$ cat config.mk
export PLATFORM = sky130hd
export DESIGN_NAME = iso_rx_mask_fairness_link_ctrl
export DESIGN_NICKNAME = d
export VERILOG_FILES = /design/src/design/link_regs_pkg.sv /design/src/design/cycle_offset_timer.sv /design/src/design/priority_request_limiter.sv /design/src/design/iso_rx_mask_fairness_link_ctrl.sv
export SDC_FILE = /design/constraint.sdc
export NUM_CORES = 1
export LEC_CHECK = 0
export BUFFER_PORTS_ARGS = -buffer_cell sky130_fd_sc_hd__buf_4
export CORE_MARGIN = 2
export CORE_UTILIZATION = 50
export DETAILED_ROUTE_END_ITERATION = 6
export GPL_TIMING_DRIVEN = 0
export PLACE_DENSITY = 0.8
export SETUP_SLACK_MARGIN = 0.5
export SLEW_MARGIN = 10
export SYNTH_ARGS = -nofsm -noshare
export SYNTH_HDL_FRONTEND = slang
export SYNTH_SLANG_ARGS = --single-unit
$ cat constraint.sdc
create_clock -name hclk -period 2.1 [get_ports hclk]
set_input_delay 0.315 -clock hclk [delete_from_list [all_inputs] [get_ports hclk]]
set_output_delay 0.315 -clock hclk [all_outputs]
set_load 0.05 [all_outputs]
$ cat src/design/link_regs_pkg.sv
// Shared constants, types and helpers for the link register slice.
// Assumes a single host bus clock domain and 32-bit register words.
package link_regs_pkg;

    // Register byte offsets, decoded from the low address bits only.
    localparam int ADDR_W = 12;
    localparam logic [11:0] OFS_MASK_SET = 12'h0a8;
    localparam logic [11:0] OFS_MASK_CLEAR = 12'h0ac;
    localparam logic [11:0] OFS_FAIRNESS = 12'h0dc;
    localparam logic [11:0] OFS_LINK_SET = 12'h0e0;
    localparam logic [11:0] OFS_LINK_CLEAR = 12'h0e4;
    localparam logic [11:0] OFS_INT_STATUS = 12'h100;
    localparam logic [11:0] OFS_INT_CLEAR = 12'h104;
    localparam logic [11:0] OFS_INT_ENABLE = 12'h108;

    // Field widths, positions and reset values.
    localparam int MASK_BITS = 4;
    localparam logic [3:0] MASK_RESET = 4'h0;
    localparam logic [7:0] FAIRNESS_RESET = 8'h00;
    localparam int EXT_SEL_BIT = 22;
    localparam int MASTER_BIT = 21;
    localparam int COUNT_BIT = 20;
    localparam int PHY_BIT = 10;
    localparam int SELF_ID_BIT = 9;
    localparam int INT_BITS = 3;
    localparam int INT_ROLLOVER = 0;
    localparam int INT_MASTER_DROP = 1;
    localparam int INT_FAIR_FULL = 2;
    localparam logic [2:0] INT_RESET = 3'h0;

    // Cycle timer: 3072 periods of the 24.576 MHz tick make one cycle.
    localparam int OFFSET_W = 12;
    localparam logic [11:0] ROLLOVER_TICKS = 12'hc00;

    // Software-alterable link control bits.
    typedef struct packed {
        logic external_rollover_select;
        logic cycle_start_generator_enable;
        logic cycle_counting_enable;
        logic phy_packet_accept;
        logic self_id_accept;
    } link_cfg_s;
    localparam link_cfg_s LINK_RESET = '0;

    // Latched address phase of a bus transfer.
    typedef struct packed {
        logic [11:0] addr;
        logic write;
    } bus_req_s;

    // Bus slave states.
    typedef enum logic [1:0] {
        st_idle = 2'b00,
        st_write = 2'b01,
        st_read = 2'b10,
        st_read_out = 2'b11
    } bus_state_e;

    // Places the link control bits at their word positions.
    function automatic logic [31:0] link_to_word(input link_cfg_s c);
        logic [31:0] w;
        w = 32'h0000_0000;
        w[EXT_SEL_BIT] = c.external_rollover_select;
        w[MASTER_BIT] = c.cycle_start_generator_enable;
        w[COUNT_BIT] = c.cycle_counting_enable;
        w[PHY_BIT] = c.phy_packet_accept;
        w[SELF_ID_BIT] = c.self_id_accept;
        return w;
    endfunction

    // Picks the link control bits out of a written word.
    function automatic link_cfg_s word_to_link(input logic [31:0] w);
        link_cfg_s c;
        c.external_rollover_select = w[EXT_SEL_BIT];
        c.cycle_start_generator_enable = w[MASTER_BIT];
        c.cycle_counting_enable = w[COUNT_BIT];
        c.phy_packet_accept = w[PHY_BIT];
        c.self_id_accept = w[SELF_ID_BIT];
        return c;
    endfunction

endpackage

$ cat src/design/cycle_offset_timer.sv
// Cycle timer offset counter with internal or external rollover.
// Assumes tick and external_edge are one-cycle pulses on hclk.
`timescale 1ns/10ps
module cycle_offset_timer (
    // Clock and reset.
    input wire logic hclk,
    input wire logic hresetn,
    // Configuration and timing strobes.
    input wire logic enable,
    input wire logic external_select,
    input wire logic external_edge,
    input wire logic tick,
    // Timer state.
    output logic [11:0] offset,
    output logic rollover
);

    logic [11:0] next_offset; // Offset after this edge.
    logic next_rollover; // Rollover pulse after this edge.

    // The offset freezes while counting is off, so software sees it hold.
    always_comb
    begin
        next_offset = offset;
        next_rollover = 1'b0;
        if (enable)
        begin
            if (external_select)
            begin
                if (external_edge)
                begin
                    next_offset = 12'h000;
                    next_rollover = 1'b1;
                end
                else if (tick && offset != 12'hfff)
                begin
                    // Saturates so a lost external edge cannot wrap silently.
                    next_offset = offset + 12'h001;
                end
            end
            else if (tick)
            begin
                if (offset == link_regs_pkg::ROLLOVER_TICKS - 12'h001)
                begin
                    next_offset = 12'h000;
                    next_rollover = 1'b1;
                end
                else
                begin
                    next_offset = offset + 12'h001;
                end
            end
        end
    end

    // Registers the timer state.
    always_ff @(posedge hclk or negedge hresetn)
    begin
        if (!hresetn)
        begin
            offset <= 12'h000;
            rollover <= 1'b0;
        end
        else
        begin
            offset <= next_offset;
            rollover <= next_rollover;
        end
    end
endmodule

$ cat src/design/priority_request_limiter.sv
// Counts priority arbitration requests per fairness interval.
// Assumes want and interval_start come from logic on hclk.
`timescale 1ns/10ps
module priority_request_limiter (
    // Clock and reset.
    input wire logic hclk,
    input wire logic hresetn,
    // Request side.
    input wire logic want,
    input wire logic interval_start,
    input wire logic [7:0] limit,
    // Grant and limit pulse.
    output logic grant,
    output logic limit_hit
);

    logic [7:0] count; // Grants made in the current interval.
    logic [7:0] next_count;
    logic next_limit_hit;

    // A limit of zero grants nothing, which is the reset behaviour.
    assign grant = want && !interval_start && (count < limit);

    // Counts grants and restarts at each interval boundary.
    always_comb
    begin
        next_count = count;
        next_limit_hit = 1'b0;
        if (interval_start)
        begin
            next_count = 8'h00;
        end
        else if (grant)
        begin
            next_count = count + 8'h01;
            next_limit_hit = (count + 8'h01 == limit);
        end
    end

    // Registers the counter.
    always_ff @(posedge hclk or negedge hresetn)
    begin
        if (!hresetn)
        begin
            count <= 8'h00;
            limit_hit <= 1'b0;
        end
        else
        begin
            count <= next_count;
            limit_hit <= next_limit_hit;
        end
    end
endmodule

$ cat src/design/iso_rx_mask_fairness_link_ctrl.sv
// Register slice: receive interrupt mask, fairness limit, link control.
// Assumes an AHB-Lite master with single word transfers on hclk.
//
// Summary of operation
// - Receive summary interrupt gated per context mask.
// - Set and clear offsets both read mask.
// - Mask bits align with events; low four.
// - Limit priority requests per fairness interval.
// - Fairness upper 24 bits read zero.
// - Fairness register at own offset, resets zero.
// - Link control via set and clear offsets.
// - Only five link bits writable; others zero.
// - Rollover external or after 3072 ticks.
// - Overlong cycle clears master, blocks setting.
// - Counting enable stops or runs offset.
// - PHY accept gated by context; self-ID separate.
//
// The implementer's own choice: the AHB-Lite interface to the registers.
`timescale 1ns/10ps
module iso_rx_mask_fairness_link_ctrl (
    // Clock and reset.
    input wire logic hclk,
    input wire logic hresetn,
    // AHB-Lite slave port.
    input wire logic hsel,
    input wire logic [31:0] haddr,
    input wire logic [1:0] htrans,
    input wire logic hwrite,
    input wire logic [2:0] hsize,
    input wire logic [31:0] hwdata,
    input wire logic hready,
    output logic hreadyout,
    output logic [31:0] hrdata,
    output logic hresp,
    // Receive context events and gated summary.
    input wire logic [3:0] iso_rx_event,
    output logic [3:0] iso_rx_mask,
    output logic iso_receive_summary_interrupt,
    // Priority arbitration request limiting.
    input wire logic pri_req_want,
    input wire logic fairness_interval_start,
    output logic pri_req_grant,
    // Cycle timer.
    input wire logic cycle_tick,
    input wire logic external_cycle_input,
    input wire logic overlong_cycle_event,
    output logic [11:0] cycle_offset,
    output logic cycle_rollover,
    output logic cycle_start_request,
    // Receiver controls.
    input wire logic ar_request_context_enabled,
    output logic phy_packet_admit,
    output logic self_id_accept,
    output link_regs_pkg::link_cfg_s link_config,
    // Block interrupt.
    output logic irq
);

    ////////////////////////////////////////////////////////////////////////
    // Bus slave.

    link_regs_pkg::bus_state_e state; // Where the current transfer stands.
    link_regs_pkg::bus_state_e next_state;
    link_regs_pkg::bus_req_s req; // Address phase held for the data phase.
    link_regs_pkg::bus_req_s next_req;
    logic accept; // An address phase is taken at this edge.
    logic wr; // Data phase of a write is in this cycle.

    assign accept = hsel && htrans[1] && hready;
    assign wr = (state == link_regs_pkg::st_write);
    // Reads take one wait state so the read mux is always registered.
    assign hreadyout = (state != link_regs_pkg::st_read);
    // Every access, mapped or not, completes OKAY.
    assign hresp = 1'b0;

    // Steps the slave through address and data phases.
    always_comb
    begin
        next_req = accept ? {haddr[11:0], hwrite} : req;
        case (state)
            link_regs_pkg::st_read:
            begin
                // Hready is low here, so no new transfer can start.
                next_state = link_regs_pkg::st_read_out;
            end
            link_regs_pkg::st_idle,
            link_regs_pkg::st_write,
            link_regs_pkg::st_read_out:
            begin
                if (accept)
                begin
                    next_state = hwrite ? link_regs_pkg::st_write
                                        : link_regs_pkg::st_read;
                end
                else
                begin
                    next_state = link_regs_pkg::st_idle;
                end
            end
            default:
            begin
                next_state = link_regs_pkg::st_idle;
            end
        endcase
    end

    // Registers the slave state.
    always_ff @(posedge hclk or negedge hresetn)
    begin
        if (!hresetn)
        begin
            state <= link_regs_pkg::st_idle;
            req <= '0;
        end
        else
        begin
            state <= next_state;
            req <= next_req;
        end
    end

    ////////////////////////////////////////////////////////////////////////
    // Register file.

    logic [3:0] mask; // Per-context enables of the receive summary.
    logic [3:0] next_mask;
    logic [7:0] fair_limit; // Priority requests allowed per interval.
    logic [7:0] next_fair_limit;
    link_regs_pkg::link_cfg_s link; // Link control bits.
    link_regs_pkg::link_cfg_s next_link;
    link_regs_pkg::link_cfg_s wr_bits; // Written word as link fields.
    logic [2:0] status; // Sticky interrupt events.
    logic [2:0] next_status;
    logic [2:0] int_enable; // Interrupt enables, same layout as status.
    logic [2:0] next_int_enable;
    logic [2:0] events; // Events raised this cycle.
    logic [2:0] clear_bits; // Status bits software clears this cycle.
    logic [31:0] rd_word; // Read mux output.
    logic [31:0] next_hrdata;
    logic master_drop; // Master enable forced off this cycle.
    logic limit_hit; // Fairness limit just reached.

    assign wr_bits = link_regs_pkg::word_to_link(hwdata);
    assign master_drop = link.cycle_start_generator_enable
                         && overlong_cycle_event;
    assign events[link_regs_pkg::INT_ROLLOVER] = cycle_rollover;
    assign events[link_regs_pkg::INT_MASTER_DROP] = master_drop;
    assign events[link_regs_pkg::INT_FAIR_FULL] = limit_hit;
    assign clear_bits = (wr && req.addr == link_regs_pkg::OFS_INT_CLEAR)
                        ? hwdata[2:0] : 3'h0;

    // Computes register updates from writes and hardware events.
    always_comb
    begin
        next_mask = mask;
        next_fair_limit = fair_limit;
        next_link = link;
        next_int_enable = int_enable;
        if (wr)
        begin
            case (req.addr)
                link_regs_pkg::OFS_MASK_SET:
                begin
                    next_mask = mask | hwdata[3:0];
                end
                link_regs_pkg::OFS_MASK_CLEAR:
                begin
                    next_mask = mask & ~hwdata[3:0];
                end
                link_regs_pkg::OFS_FAIRNESS:
                begin
                    // Upper bits are dropped, they do not exist.
                    next_fair_limit = hwdata[7:0];
                end
                link_regs_pkg::OFS_LINK_SET:
                begin
                    next_link = link | wr_bits;
                end
                link_regs_pkg::OFS_LINK_CLEAR:
                begin
                    next_link = link & ~wr_bits;
                end
                link_regs_pkg::OFS_INT_ENABLE:
                begin
                    next_int_enable = hwdata[2:0];
                end
                default:
                begin
                    // Unmapped writes and the status port change nothing.
                    next_mask = mask;
                end
            endcase
        end
        // Hardware wins over software while the overlong event stands.
        if (overlong_cycle_event)
        begin
            next_link.cycle_start_generator_enable = 1'b0;
        end
        // A new event beats a clear arriving in the same cycle.
        next_status = (status & ~clear_bits) | events;
    end

    // Selects the read data for the addressed register.
    always_comb
    begin
        case (req.addr)
            link_regs_pkg::OFS_MASK_SET,
            link_regs_pkg::OFS_MASK_CLEAR:
            begin
                rd_word = {28'h0000000, mask};
            end
            link_regs_pkg::OFS_FAIRNESS:
            begin
                rd_word = {24'h000000, fair_limit};
            end
            link_regs_pkg::OFS_LINK_SET,
            link_regs_pkg::OFS_LINK_CLEAR:
            begin
                rd_word = link_regs_pkg::link_to_word(link);
            end
            link_regs_pkg::OFS_INT_STATUS:
            begin
                rd_word = {29'h00000000, status};
            end
            link_regs_pkg::OFS_INT_ENABLE:
            begin
                rd_word = {29'h00000000, int_enable};
            end
            default:
            begin
                rd_word = 32'h0000_0000;
            end
        endcase
        next_hrdata = (state == link_regs_pkg::st_read) ? rd_word : hrdata;
    end

    // Registers the register file.
    always_ff @(posedge hclk or negedge hresetn)
    begin
        if (!hresetn)
        begin
            mask <= link_regs_pkg::MASK_RESET;
            fair_limit <= link_regs_pkg::FAIRNESS_RESET;
            link <= link_regs_pkg::LINK_RESET;
            status <= link_regs_pkg::INT_RESET;
            int_enable <= link_regs_pkg::INT_RESET;
            hrdata <= 32'h0000_0000;
        end
        else
        begin
            mask <= next_mask;
            fair_limit <= next_fair_limit;
            link <= next_link;
            status <= next_status;
            int_enable <= next_int_enable;
            hrdata <= next_hrdata;
        end
    end

    ////////////////////////////////////////////////////////////////////////
    // Outputs and datapath hooks.

    logic ext_meta; // First stage of the external cycle synchroniser.
    logic ext_sync; // Second stage, safe to read.
    logic ext_prev; // Previous synchronised level.
    logic ext_edge; // Rising edge of the external cycle input.
    logic next_summary;
    logic next_irq;

    assign ext_edge = ext_sync && !ext_prev;
    assign next_summary = |(iso_rx_event & mask);
    assign next_irq = |(next_status & next_int_enable);
    assign iso_rx_mask = mask;
    assign link_config = link;
    assign self_id_accept = link.self_id_accept;
    assign cycle_start_request = cycle_rollover
                                 && link.cycle_start_generator_enable;

    // Synchronises the pin and registers the interrupt outputs.
    always_ff @(posedge hclk or negedge hresetn)
    begin
        if (!hresetn)
        begin
            ext_meta <= 1'b0;
            ext_sync <= 1'b0;
            ext_prev <= 1'b0;
            iso_receive_summary_interrupt <= 1'b0;
            phy_packet_admit <= 1'b0;
            irq <= 1'b0;
        end
        else
        begin
            ext_meta <= external_cycle_input;
            ext_sync <= ext_meta;
            ext_prev <= ext_sync;
            iso_receive_summary_interrupt <= next_summary;
            phy_packet_admit <= link.phy_packet_accept
                                && ar_request_context_enabled;
            irq <= next_irq;
        end
    end

    // Cycle timer offset.
    cycle_offset_timer u_timer (
        .hclk(hclk),
        .hresetn(hresetn),
        .enable(link.cycle_counting_enable),
        .external_select(link.external_rollover_select),
        .external_edge(ext_edge),
        .tick(cycle_tick),
        .offset(cycle_offset),
        .rollover(cycle_rollover)
    );

    // Priority request limiter.
    priority_request_limiter u_limiter (
        .hclk(hclk),
        .hresetn(hresetn),
        .want(pri_req_want),
        .interval_start(fairness_interval_start),
        .limit(fair_limit),
        .grant(pri_req_grant),
        .limit_hit(limit_hit)
    );
endmodule

======== Word level (Yosys, flattened, before mapping) ========
Index checks and enable logic that the tools add are counted.
Widths: inputs -> output; s select.
operators by class
  eq/ne operators ......................... 16
  magnitude comparators ................... 1
  bitwise gates (word level) .............. 11
  add/sub/neg operators ................... 2
  reduce and logical (&&, ||, !) cells .... 29
  mux-type cells .......................... 25
operator list
  operator               count
  $pmux 23 s5            1
  $eq 12x8->1 const B    5
  $mux 12                5
  $eq 12x9->1 const B    3
  $mux 8                 2
  $add 12x1->12 const B  1
  $eq 12x12->1 const B   1
  $ne 12x12->1 const B   1
  $logic_and 1x1->1      10
  $pmux 5 s2             1
  $reduce_bool 2->1      5
  $mux 3                 3
  $add 8x1->8 const B    1
  $and 4x4->4            2
  $eq 8x8->1             1
  $lt 8x8->1             1
  $mux 1                 8
  $pmux 4 s2             1
  $reduce_and 2->1       4
  $and 3x3->3            2
  $reduce_or 3->1        2
  $and 5x5->5            1
  $not 5->5              1
  $or 5x5->5             1
  17 further kinds       21
storage, ports and cells
  flip-flop bits (word level) ............. 97
  logic and storage cells ................. 106

======== Logic depth before layout (Yosys ltp) ========
  depth in word-level cells ............... 8
  gate-level depth with buffers ........... 8

======== Cells and area by module ========
Synthesis repeated with hierarchy kept, for this count alone.
second synthesis, totals
  cells, all modules ...................... 387
  area total of the unflattened synthesis .. 4217.8 um^2
by module, submodules not included
  module                          area an instance (um^2)  seq. area each (um^2)  cells each  instances
  iso_rx_mask_fairness_link_ctrl  2558.7                   1401.3                 210         1
  priority_request_limiter        900.9                    225.2                  100         1
  cycle_offset_timer              758.2                    325.3                  77          1

======== Least setup slack after synthesis ========
No wires, ideal clock.
  path kind ............................... flip-flop to flip-flop
  start point ............................. register fair_limit[4]
  end point ............................... register u_limiter.count[0]
  arrival ................................. 2.369 ns
  slack ................................... -0.339 ns
  path buffers ............................ 1
  cell stages (with the launch flop) ...... 9
  setup time .............................. 0.071 ns
  data required time ...................... 2.029 ns
  cell sequence ........................... dfrtp_1 -> clkbuf_1 -> inv_1 -> ha_1 -> a21oi_1 -> nor2_1 -> a211o_1 -> nor2_1 -> mux2_2
on the way
  word-level cells in the longest chain between the ends .. 3
RTL lines
  element                             RTL line                               source
  start: declaration                  iso_rx_mask_fairness_link_ctrl.sv:127  logic [7:0] fair_limit;
  start signal: assignment            iso_rx_mask_fairness_link_ctrl.sv:243  fair_limit <= link_regs_pkg::FAIRNESS_RESET;
  start signal: assignment            iso_rx_mask_fairness_link_ctrl.sv:252  fair_limit <= next_fair_limit;
  $lt 8x8->1                          priority_request_limiter.sv:22         assign grant = want && !interval_start && (count < limit);
  $logic_and 1x1->1                   priority_request_limiter.sv:22
  net pri_req_grant                   iso_rx_mask_fairness_link_ctrl.sv:42   output logic pri_req_grant,
  $reduce_bool 2->1 (no source line)  n/a
  end signal: assignment              priority_request_limiter.sv:50         count <= next_count;
  end: declaration                    priority_request_limiter.sv:17         logic [7:0] count;
The timed path passes the listed nets, and every way through them passes these cells.
A chain may end at the register's enable or synchronous reset.

======== Worst setup path after layout ========
  start point ............................. register fair_limit[1]
  end point ............................... output port pri_req_grant
on the way
  word-level cells in the longest chain between the ends .. 2
RTL lines
  element            RTL line
  $lt 8x8->1         priority_request_limiter.sv:22
  $logic_and 1x1->1  priority_request_limiter.sv:22
  end: declaration   iso_rx_mask_fairness_link_ctrl.sv:42
No other way between the ends.

==> reports/qor.yml <==
logic_synthesis:
  synth_top_area_frac: 0.4658
  syn_avg_cell_area_um2: 10.22
  yosysUniqueCellTypes: 58
  ys_ff_latch: 78
  yosysTopAreaCell: "dfrtp_1"
  netlist_area_mm2: 0.004190
  ys_seq_area_frac: 0.4658
  ys.flop_type: "dfrtp_1"
  async_flop_share: 1.000
  synth_edf_count: 0
  synthTopCellsByArea: "dfrtp_1 47%, mux2_2 7.8%, nand2_1 4.7%, buf_4 4.1%, nand3_1 3.3%"
  syn_inst: 410
  yosysWarnings: 0
place:
  dp.cells: 616
  numPortBuffers: 82
  hpwl_mm: 7.157
  placed_area_mm2: 0.005147
  place_congestion: 0.8687
drt:
  drtPass1Iterations: 7
  viasPerCell: 6.085
  wirelength_mm: 14.76
  post-route-drc-count: 0
  dr_total_vias: 4217
  drt-initial-drc-count: 424
  drtAntennaViolNets: 0
  wl_per_cell_um: 21.29
floorplanning:
  die_h_um: 95.55
  io-pin-count: 146
  die_w_um: 95.55
  core_area_mm2: 0.008175
  die_area_mm2: 0.009129
  initial_utilization: 0.5125
  std_cell_rows: 33
cells_and_area:
  final_common_cell: "buf_4"
  insertedDiodeCount: 0
  finalInstanceArea_mm2: 0.006513
  nets: 677
  fin_cells: 693
  layout_common_cells: "146 x buf_4, 56 x dfrtp_1, 39 x nand2_1"
  register_area_mm2: 0.001979
  area_growth_pct: 55.42
  multiInputGateArea_mm2: 0.002693
  layout-drive-gt1-share: 0.5765
  fillerInstances: 440
cts:
  cts_buffers: 9
  path_clk_slew_ps: 100
  hold_buffers: 0
  cts_root_buf: "clkbuf_8"
  ctsHtreeMaxLevel: 3
  clockBufferDepth: 2
  cts_tree: "done"
  clk_latency_ps: 370
  clock_sinks: 78
power:
  p_clk_frac: 0.283
  p_sw_mw: 1.461
  swShare: 0.3513
  p_int_mw: 2.699
  peakVddDrop_mv: 0.5262
  pwr-share-comb: 0.290
  pwr-share-seq: 0.426
  power.leakage_nw: 3.088
  power.total_mw: 4.160
  power_density_mw_per_mm2: 638.8
sta:
  setup_viol: 2
  tightest_slew_ps: 1004
  hold_viol: 0
  fin_worst_skew_ps: 11.00
  fin_ws_ps: -56.91
  max_freq_mhz: 463.6
  fin_crit_sh: 1.027
  rsz0062_at_grt: "true"
  fin_crit_ps: 2157
  slew_headroom: 0.3309
  maxSlewViolCount: 0
  hold_slack_ps: 44.62
outcome:
  violations: "negative setup slack"
  status: "complete, but fails checks"
critical_path:
  cp.required_ps: 1780
  setup.worst_path.start_class: "flip-flop"
  crit_fanout: 2
  arrival_ps: 1840
  cp-end-kind: "output port"
  worstSetupPathType: "reg -> out"
  r2r_cells: 11
global_routing:
  grt-ovfl-total: 0
  grtUsageTotal: 0.2800
  grt_pass1_vias: 3906
  grt_antenna_before_repair: 0
  grt_pass1_wl_mm: 19.48
  grt_max_degree: 79
worst_hold_path:
  hold_class: "in -> reg"
  min_path_cells: 1
flow_run:
  max-cap-violations: 0
==> per-layer routing <==
layer | track usage | vias to the layer above | share of wire
met5 | 0 | - | 0
met4 | 0.1345 | 0 | 0.044
met3 | 0.05771 | 67 | 0.082
met2 | 0.4732 | 291 | 0.50
met1 | 0.3405 | 2078 | 0.37
li1 | - | 1781 | -
==> worst paths after layout <==
check / startpoint / to / slack [ps]
max: fair_limit[1]$_DFFE_PN0P_ / pri_req_grant / -60
min: external_cycle_input / ext_meta$_DFF_PN0_ / 40
max reg2reg: fair_limit[4]$_DFFE_PN0P_ / u_limiter.count[7]$_DFFE_PN0P_ / -10
min reg2reg: ext_meta$_DFF_PN0_ / ext_sync$_DFF_PN0_ / 400
max in group asynchronous: hresetn / req[5]$_DFFE_PN0P_ / 1280
min in group asynchronous: hresetn / fair_limit[4]$_DFFE_PN0P_ / 110
==> kinds of logic after synthesis <==
| kind of cell | share of synthesized area |
|---|---|
| muxes | 0.08988 |
| other | 0.0008949 |
| AOI/OAI and AO/OA | 0.1165 |
| xor gates and xnor gates | 0.01463 |
| DFF | 0.4658 |
| and+or+nand+nor | 0.2126 |
| buffers and inverters | 0.06987 |
| adders and majority gates | 0.02986 |
==> stage by stage <==
stage	worst slack, ps	utilization	setup TNS, ps
global route	-151.5	0.7966	-371.9
floorplan	219.1	-	0
CTS	-37.70	0.7478	-37.70
finish	-56.91	0.7966	-64.95
detailed placement	-82.30	0.6296	-821.8
global placement	-69.87	0.6296	-488.8
==> synth_stat cells, types with 4 or more instances <==
library cell and number:
nor4_1 4, nand2_1 52, nor3_1 6, o21ai_0 13, dfrtp_1 78, buf_4 23
mux2_2 29, a22oi_1 4, a21oi_1 12, and2_1 6, inv_1 21, a221o_1 6
and4_1 4, mux2i_1 5, or2_2 4, nand3_1 28, a22o_1 6, ha_1 10
nand3b_1 8, clkbuf_1 9, nor2_1 15, nand2b_1 4, xor2_1 4
==> critical path, stage by stage, from the launching register on <==
cell and delay [ps]:
dfrtp_1 400, inv_2 70, ha_4 200, nor2b_4 120, o211ai_1 240, a21oi_2 130
nor2_4 140, buf_6 160
==> power by group through the flow <==
stage	clock [mW]	sequential, mW	combinational (mW)
floorplan	0	1.84	0.457
global placement	0	1.77	0.770
detailed placement	0	1.77	0.791
CTS	1.14	1.75	1.01
global route	1.24	1.78	1.27
finish	1.18	1.77	1.21
==> what timing repair did <==
item | 4_1_cts | 5_1_grt
setup endpoints to repair | 56 | 60
pin swaps | 53 | 39
resized for setup | 105 | 51
gates cloned | 3 | 2
setup buffers | 35 | 21
==> cell type report <==
| class | count | share of cell area |
|---|---|---|
| Clock buffer | 9 | 0.01902 |
| Buffer | 33 | 0.04323 |
| Timing Repair Buffer | 141 | 0.1762 |
| Clock inverter | 7 | 0.01114 |
| Multi-Input combinational cell | 298 | 0.4134 |
| Inverter | 22 | 0.01287 |
| Sequential cell | 78 | 0.3039 |
| Tap cell | 105 | 0.02017 |
No activity file was read; power rests on OpenSTA's default activity.
